## config.mk

```make
export PLATFORM = sky130hd
export DESIGN_NAME = ddr_read_device
export DESIGN_NICKNAME = d
export VERILOG_FILES = /design/src/inc/ddr_read_pkg.sv /design/src/ddr_read_device.sv
export VERILOG_INCLUDE_DIRS = /design/src /design/src/inc
export SDC_FILE = /design/constraint.sdc
export NUM_CORES = 1
export LEC_CHECK = 0
export ABC_AREA = 1
export BUFFER_PORTS_ARGS = -buffer_cell sky130_fd_sc_hd__buf_2
export CORE_MARGIN = 2
export CORE_UTILIZATION = 60
export CTS_CLUSTER_DIAMETER = 80
export DETAILED_ROUTE_END_ITERATION = 12
export PLACE_DENSITY = 0.84
export SLEW_MARGIN = 10
export SYNTH_ARGS = -nofsm -noshare
export SYNTH_HDL_FRONTEND = slang
export SYNTH_SLANG_ARGS = --single-unit
```

## constraint.sdc

```tcl
create_clock -name pclk -period 3.3 [get_ports pclk]
set_input_delay 0.33 -clock pclk [delete_from_list [all_inputs] [get_ports pclk]]
set_output_delay 0.33 -clock pclk [all_outputs]
set_load 0.05 [all_outputs]
```

## src/inc/ddr_read_defs.svh

```systemverilog
`ifndef DDR_READ_DEFS_SVH
`define DDR_READ_DEFS_SVH

`define ADDR_CONFIG 12'h000
`define ADDR_STATUS 12'h004
`define ADDR_READS 12'h008

`define CFG_AL_LSB 0
`define CFG_CL_LSB 4
`define CFG_BL8_BIT 8
`define CFG_MASK 32'h0000_0177
`define CFG_RESET 32'h0000_0030

`define STATUS_BURST_BIT 4

`define PIPE_DEPTH 16
`define BURST_FOUR 4'h4
`define BURST_EIGHT 4'h8
`define AUTO_PRE_BIT 10

`endif

```

## src/inc/ddr_read_pkg.sv

```systemverilog
package ddr_read_pkg;

    typedef enum logic [5:0] {
        CMD_NOP = 6'h01,
        CMD_ACTIVATE = 6'h02,
        CMD_READ = 6'h04,
        CMD_WRITE = 6'h08,
        CMD_PRECHARGE = 6'h10,
        CMD_OTHER = 6'h20
    } cmd_t;

    typedef struct packed {
        logic valid;
        logic auto_pre;
        logic [1:0] bank;
        logic [3:0] row;
        logic [9:0] col;
    } read_entry_t;

endpackage : ddr_read_pkg

```

## src/ddr_read_device.sv

```systemverilog
// Local design decisions: register access over APB and the address map.
`timescale 1ns/1ns
`include "ddr_read_defs.svh"

module ddr_read_device (
    input wire logic pclk,
    input wire logic presetn,
    input wire logic ce,
    input wire logic psel,
    input wire logic penable,
    input wire logic pwrite,
    input wire logic [11:0] paddr,
    input wire logic [31:0] pwdata,
    output logic [31:0] prdata,
    output logic pready,
    output logic pslverr,
    input wire logic ck,
    input wire logic cs_n,
    input wire logic ras_n,
    input wire logic cas_n,
    input wire logic we_n,
    input wire logic [1:0] ba,
    input wire logic [12:0] addr,
    output logic [15:0] dq,
    output logic dq_oe,
    output logic dqs,
    output logic dqs_n,
    output logic dqs_oe
);

    // Pin synchroniser: ck, cs_n, ras_n, cas_n, we_n, ba, addr
    logic [19:0] sync1;
    logic [19:0] sync2;
    logic ck_d;
    logic [19:0] pins;
    assign pins = {ck, cs_n, ras_n, cas_n, we_n, ba, addr};

    always_ff @(posedge pclk or negedge presetn) begin
        if (!presetn) begin
            sync1 <= 20'h00000;
            sync2 <= 20'h00000;
            ck_d <= 1'b0;
        end else if (ce) begin
            sync1 <= pins;
            sync2 <= sync1;
            ck_d <= sync2[19];
        end
    end

    logic link_rise;
    logic link_fall;
    logic [1:0] cmd_bank;
    logic [12:0] cmd_addr;
    ddr_read_pkg::cmd_t cmd;
    assign link_rise = sync2[19] & ~ck_d;
    assign link_fall = ~sync2[19] & ck_d;
    assign cmd_bank = sync2[14:13];
    assign cmd_addr = sync2[12:0];

    always_comb begin
        if (sync2[18]) begin
            cmd = ddr_read_pkg::CMD_NOP;
        end else begin
            unique case (sync2[17:15])
                3'b111: cmd = ddr_read_pkg::CMD_NOP;
                3'b011: cmd = ddr_read_pkg::CMD_ACTIVATE;
                3'b101: cmd = ddr_read_pkg::CMD_READ;
                3'b100: cmd = ddr_read_pkg::CMD_WRITE;
                3'b010: cmd = ddr_read_pkg::CMD_PRECHARGE;
                default: cmd = ddr_read_pkg::CMD_OTHER;
            endcase
        end
    end

    // Configuration held in the APB group, read here
    logic [31:0] config_reg;
    logic [2:0] cfg_al;
    logic [2:0] cfg_cl;
    logic cfg_bl8;
    logic [3:0] read_latency;
    logic [3:0] insert_idx;
    assign cfg_al = config_reg[`CFG_AL_LSB +: 3];
    assign cfg_cl = config_reg[`CFG_CL_LSB +: 3];
    assign cfg_bl8 = config_reg[`CFG_BL8_BIT];
    assign read_latency = {1'b0, cfg_al} + {1'b0, cfg_cl};
    // A latency below two leaves no room for the preamble, so it is clamped
    assign insert_idx = (read_latency < 4'h2) ? 4'h1 : read_latency - 4'h1;

    // Bank state, one slice per bank
    logic [3:0] bank_open;
    logic [3:0] bank_row [4];
    logic close_pulse;
    logic [1:0] close_bank;

    genvar b;
    generate
        for (b = 0; b < 4; b++) begin : g_bank
            logic next_open;
            logic [3:0] next_row;
            always_comb begin
                next_open = bank_open[b];
                next_row = bank_row[b];
                if (link_rise && cmd == ddr_read_pkg::CMD_ACTIVATE && cmd_bank == b) begin
                    next_open = 1'b1;
                    next_row = cmd_addr[3:0];
                end
                if (link_rise && cmd == ddr_read_pkg::CMD_PRECHARGE &&
                    (cmd_addr[`AUTO_PRE_BIT] || cmd_bank == b)) begin
                    next_open = 1'b0;
                end
                if (close_pulse && close_bank == b) begin
                    next_open = 1'b0;
                end
            end
            always_ff @(posedge pclk or negedge presetn) begin
                if (!presetn) begin
                    bank_open[b] <= 1'b0;
                    bank_row[b] <= 4'h0;
                end else if (ce) begin
                    bank_open[b] <= next_open;
                    bank_row[b] <= next_row;
                end
            end
        end
    endgenerate

    // Read pipeline and burst output
    ddr_read_pkg::read_entry_t pipe [`PIPE_DEPTH];
    ddr_read_pkg::read_entry_t next_pipe [`PIPE_DEPTH];
    ddr_read_pkg::read_entry_t burst;
    ddr_read_pkg::read_entry_t next_burst;
    logic [3:0] remaining;
    logic [3:0] next_remaining;
    logic [2:0] elem;
    logic [2:0] next_elem;
    logic [15:0] read_count;
    logic [15:0] next_read_count;
    logic [15:0] next_dq;
    logic next_dq_oe;
    logic next_dqs;
    logic next_dqs_oe;
    logic next_close_pulse;
    logic [1:0] next_close_bank;
    logic [9:0] elem_col;
    ddr_read_pkg::read_entry_t new_entry;

    always_comb begin
        if (cfg_bl8) begin
            elem_col = {burst.col[9:3], burst.col[2:0] + elem};
        end else begin
            elem_col = {burst.col[9:2], burst.col[1:0] + elem[1:0]};
        end
        new_entry.valid = 1'b1;
        new_entry.auto_pre = cmd_addr[`AUTO_PRE_BIT];
        new_entry.bank = cmd_bank;
        new_entry.row = bank_row[cmd_bank];
        new_entry.col = cmd_addr[9:0];
    end

    always_comb begin
        next_pipe = pipe;
        next_burst = burst;
        next_remaining = remaining;
        next_elem = elem;
        next_read_count = read_count;
        next_dq = dq;
        next_dq_oe = dq_oe;
        next_dqs = dqs;
        next_dqs_oe = dqs_oe;
        next_close_pulse = 1'b0;
        next_close_bank = close_bank;
        if (link_rise) begin
            for (int i = 0; i < `PIPE_DEPTH - 1; i++) begin
                next_pipe[i] = pipe[i + 1];
            end
            next_pipe[`PIPE_DEPTH - 1] = '0;
            if (cmd == ddr_read_pkg::CMD_READ) begin
                next_pipe[insert_idx] = new_entry;
                next_read_count = read_count + 16'h0001;
            end
            if (pipe[0].valid) begin
                // A new burst replaces any running one: concatenation or truncation
                next_burst = pipe[0];
                next_remaining = (cfg_bl8 ? `BURST_EIGHT : `BURST_FOUR) - 4'h1;
                next_elem = 3'h1;
                next_dq = {pipe[0].bank, pipe[0].row, pipe[0].col};
                next_dq_oe = 1'b1;
                next_dqs = 1'b1;
                next_dqs_oe = 1'b1;
            end else if (remaining != 4'h0) begin
                next_remaining = remaining - 4'h1;
                next_elem = elem + 3'h1;
                next_dq = {burst.bank, burst.row, elem_col};
                next_dqs = 1'b1;
            end else if (pipe[1].valid) begin
                next_dq_oe = 1'b0;
                next_dqs = 1'b0;
                next_dqs_oe = 1'b1;
            end else begin
                next_dq_oe = 1'b0;
                next_dqs = 1'b0;
                next_dqs_oe = 1'b0;
            end
        end else if (link_fall && remaining != 4'h0) begin
            next_remaining = remaining - 4'h1;
            next_elem = elem + 3'h1;
            next_dq = {burst.bank, burst.row, elem_col};
            // Low with the last element doubles as the postamble
            next_dqs = 1'b0;
            if (remaining == 4'h1 && burst.auto_pre) begin
                next_close_pulse = 1'b1;
                next_close_bank = burst.bank;
            end
        end
    end

    always_ff @(posedge pclk or negedge presetn) begin
        if (!presetn) begin
            for (int i = 0; i < `PIPE_DEPTH; i++) begin
                pipe[i] <= '0;
            end
            burst <= '0;
            remaining <= 4'h0;
            elem <= 3'h0;
            read_count <= 16'h0000;
            dq <= 16'h0000;
            dq_oe <= 1'b0;
            dqs <= 1'b0;
            dqs_n <= 1'b1;
            dqs_oe <= 1'b0;
            close_pulse <= 1'b0;
            close_bank <= 2'h0;
        end else if (ce) begin
            pipe <= next_pipe;
            burst <= next_burst;
            remaining <= next_remaining;
            elem <= next_elem;
            read_count <= next_read_count;
            dq <= next_dq;
            dq_oe <= next_dq_oe;
            dqs <= next_dqs;
            dqs_n <= ~next_dqs;
            dqs_oe <= next_dqs_oe;
            close_pulse <= next_close_pulse;
            close_bank <= next_close_bank;
        end
    end

    // APB slave: answer one cycle into the access phase
    logic access;
    logic mapped;
    logic [31:0] next_config;
    logic [31:0] next_prdata;
    logic next_pready;
    logic next_pslverr;
    assign access = psel & penable & ~pready;
    assign mapped = (paddr == `ADDR_CONFIG) || (paddr == `ADDR_STATUS) ||
                    (paddr == `ADDR_READS);

    always_comb begin
        next_config = config_reg;
        next_prdata = prdata;
        next_pready = access;
        next_pslverr = access & ~mapped;
        if (access && !pwrite) begin
            unique case (paddr)
                `ADDR_CONFIG: next_prdata = config_reg;
                `ADDR_STATUS: next_prdata = {27'h0, remaining != 4'h0, bank_open};
                `ADDR_READS: next_prdata = {16'h0000, read_count};
                default: next_prdata = 32'h0000_0000;
            endcase
        end
        if (psel && penable && pready && pwrite && paddr == `ADDR_CONFIG) begin
            next_config = pwdata & `CFG_MASK;
        end
    end

    always_ff @(posedge pclk or negedge presetn) begin
        if (!presetn) begin
            config_reg <= `CFG_RESET;
            prdata <= 32'h0000_0000;
            pready <= 1'b0;
            pslverr <= 1'b0;
        end else if (ce) begin
            config_reg <= next_config;
            prdata <= next_prdata;
            pready <= next_pready;
            pslverr <= next_pslverr;
        end
    end

endmodule : ddr_read_device

```

==> key figures <==
Run status
  • Outcome: finished, final reports clean

CTS
  • CTS buffer count: 46
  • Clk buf depth: 3
  • CTS root buf: clkbuf_16
  • Skew-Pair Late Insertion Delay: 0.56 ns
  • Worst-path clk slew: 0.06 ns
  • Max H-tree Level: 2
  • CTS tree: built
  • CTS Sinks: 433

Setup path
  • CP endpoint kind: flip-flop
  • Worst Path Arrival: 3.56 ns
  • CP required: 3.79 ns
  • Critical path class: reg -> reg
  • Critical-path cell list: ha_1 > fa_1 > inv_1 > ha_1 > inv_1 > nand3_1 > nand2_2 > nand2_4 > nor2_4 > nand2_2 > nand2_1 > nand3_1 > nand2_1
  • Slowest cell on the critical path: fa_1
  • Critical path launch point type: flip-flop
  • CP Max Fanout: 18
  • Slowest stage delay, CP: 0.52 ns

Yosys
  • Mapped Cells: 2821
  • Async SR Flop Fraction: 100%
  • Largest cells by area after synthesis: dfrtp_1 50%, nand2_1 18%, nand3_1 13%, inv_1 5.0%, clkbuf_1 1.8%
  • YS warnings: 0
  • Post-synthesis register bit count: 433
  • Share of the yosys chip area belonging to registers: 50.7%
  • Yosys cell types: 38
  • Post-synth top area cell: dfrtp_1
  • Netlist Area Pre-Place: 21400 sq um
  • Top-area cell type share of the netlist area: 50.4%
  • Synthesized area per cell: 7.57 sq um
  • Top FF cell, synth: dfrtp_1
  • Post-synth EDFFs: 0

STA
  • Tcrit/Tclk final: 93.1%
  • Relative slew slack: 28.9%
  • Endpoints failing setup: 0
  • Layout Skew: 0.0162 ns
  • Max Transition Viols Final: 0
  • RSZ-0062 raised after global routing: true
  • Min Hold Slack: 0.00930 ns
  • Fmax: 326 MHz
  • Worst-Margin Slew: 1.07 ns
  • PnR worst setup slack: 0.228 ns
  • Final Hold Fails: 0
  • Min Tclk post-route: 3.07 ns

Drt
  • Initial DRC count: 2064
  • WL/cell: 15.5 microns
  • Vias/cell: 5.61
  • Routed wire length: 52.0 mm
  • Via count: 18800
  • Remaining DRCs: 0
  • ANT nets after route: 0
  • DR pass1 iterations: 6

Pwr
  • Sequential power share: 45.6%
  • Leak pwr: 0.0130 uW
  • Pint: 10800 uW
  • Clk pwr share: 33.6%
  • Sw Pwr: 4960 uW
  • Power per cell area: 662 nW/um^2
  • Switching Fraction: 31.4%
  • Peak VDD IR: 634 uV
  • Power Total: 15800 uW
  • Power share of the combinational group: 20.8%

Place
  • Detailed placer's ending HPWL: 30.8 mm
  • Final GP Congestion: 0.870
  • Buffers on Ports: 80
  • Pre-CTS setup slack: 0.214 ns
  • Area after DPL: 22100 sq um

Floorplan
  • IO Count: 124
  • CORE AREA: 35300 sq um
  • Starting Density: 60.5%
  • Die width: 193 microns
  • # rows: 69
  • Die height: 193 microns
  • Die Area: 37100 sq um

Global route
  • Grt total ovfl: 0
  • GRT Resource Usage Total: 28.8%
  • Top Usage Layer GRT: met2
  • Met1 Usage GRT: 37.0%
  • GR Util met2: 49.0%
  • Vias in the first global route: 18300
  • Initial antenna violation count: 0
  • Global-route wire length before repair: 87.5 mm
  • Met3 Use GR: 4.00%
  • Largest net degree at the start of global routing: 176

Finish
  • Sequential cell area: 10800 sq um
  • Multi-input logic area: 8630 sq um
  • Antenna cells: 0
  • Largest regs: pipe: 288 flops, sync1: 18 flops, sync2: 18 flops
  • Post-Layout Inst Area: 23900 sq um
  • # nets final: 2930
  • Max reg flops: 288
  • Layout cells sized above 1: 8.67%
  • Fillers: 2726
  • Leading cell types in the layout, fill and taps excluded: 1022 x nand2_1, 545 x nand3_1, 430 x dfrtp_1, 282 x inv_1, 84 x nor2_1
  • Register with the most flip-flops: pipe
  • Synthesis-to-layout area growth: 11.7%
  • Commonest non-fill, non-tap cell in the layout: nand2_1
  • Finished Core Util: 67.6%

Flow run
  • Max cap viols: 0

Min path
  • Hold Path Class: in -> reg
[synth_stat cells (2+ instances only)]
master	n
a21oi_1	25
a22oi_1	2
a31oi_1	17
buf_1	15
buf_2	45
buf_4	26
clkbuf_1	103
clkinv_1	9
dfrtp_1	430
dfstp_2	3
fa_1	2
ha_1	9
inv_1	283
inv_2	8
nand2_1	1023
nand2_2	14
nand3_1	545
nand3_2	5
nand4_1	3
nor2_1	85
nor2_2	4
nor2_4	2
nor3_1	7
o211ai_1	3
o21ai_0	72
o21bai_1	34
o22ai_1	21
o31ai_1	2
xor2_1	15
[final cells by class]
cell class	instances	share of cell area, %
clock buffers	72	5.87
clock inverters	10	0.655
inverters	300	4.75
multi-input cells	1914	36.1
flip-flops and latches	433	45.4
well taps	461	2.42
repair buffers	154	4.76
[through the flow]
| stage | setup TNS, ns | cells |
|---|---|---|
| floorplan | 0 | 2836 |
| global placement | 0 | 3241 |
| detailed placement | 0 | 3241 |
| CTS | 0 | 3341 |
| global route | -0.0140 | 3344 |
| finish | 0 | 3344 |
[critical path: cells and delay by family (launching register included)]
| kind | cells | cell delay, ns |
|---|---|---|
| adders and majority gates | 3 | 1.02 |
| buffers and inverters | 2 | 0.16 |
| and+or+nand+nor | 8 | 1.39 |
| DFF | 1 | 0.41 |
[power groups by stage]
stage	clock network [uW]	logic [uW]	registers, uW
6_report	5310	3290	7200
5_1_grt	5600	3780	7340
4_1_cts	5370	3290	7190
3_5_place_dp	0	3220	7270
3_3_place_gp	0	3090	7210
2_1_floorplan	0	2120	7490
[timing repair]
action | in CTS | in global routing
hold buffers | 18 | 0
hold endpoints to repair | 63 | 0
setup endpoints to repair | 0 | 64
buffers inserted | 0 | 3
gates resized for setup | 0 | 5
[kinds of logic after synthesis]
logic type                 after synthesis  share of synthesized area (%)
and+or+nand+nor                       1693                           33.6
buffers and inverters                  489                           9.31
DFF                                    433                           50.7
AOI/OAI and AO/OA                      178                           4.94
xor gates and xnor gates                16                          0.656
adders and majority gates               11                          0.715
other                                    1                         0.0176
[metal layers]
| metal | part of all wire (%) | vias to the layer above |
|---|---|---|
| met4 | 3.4 | 0 |
| met2 | 49 | 728 |
| met5 | 0 | - |
| met1 | 41 | 8993 |
| li1 | - | 8917 |
| met3 | 6.8 | 118 |
[worst paths after layout]
path,startpoint,slack (ns),depth (start not counted),to
hold reg to reg,pipe[228],0.47,2,pipe[228]
setup / recovery,config_reg[0],0.23,13,pipe[51]
max in group asynchronous,presetn,2.02,3,pipe[186]
setup reg to reg,config_reg[0],0.23,13,pipe[51]
min in group asynchronous,presetn,0.30,2,dq[10]
hold / removal,addr[7],0.009,3,sync1[7]
Note: power is estimated with default switching activity, not from simulation.
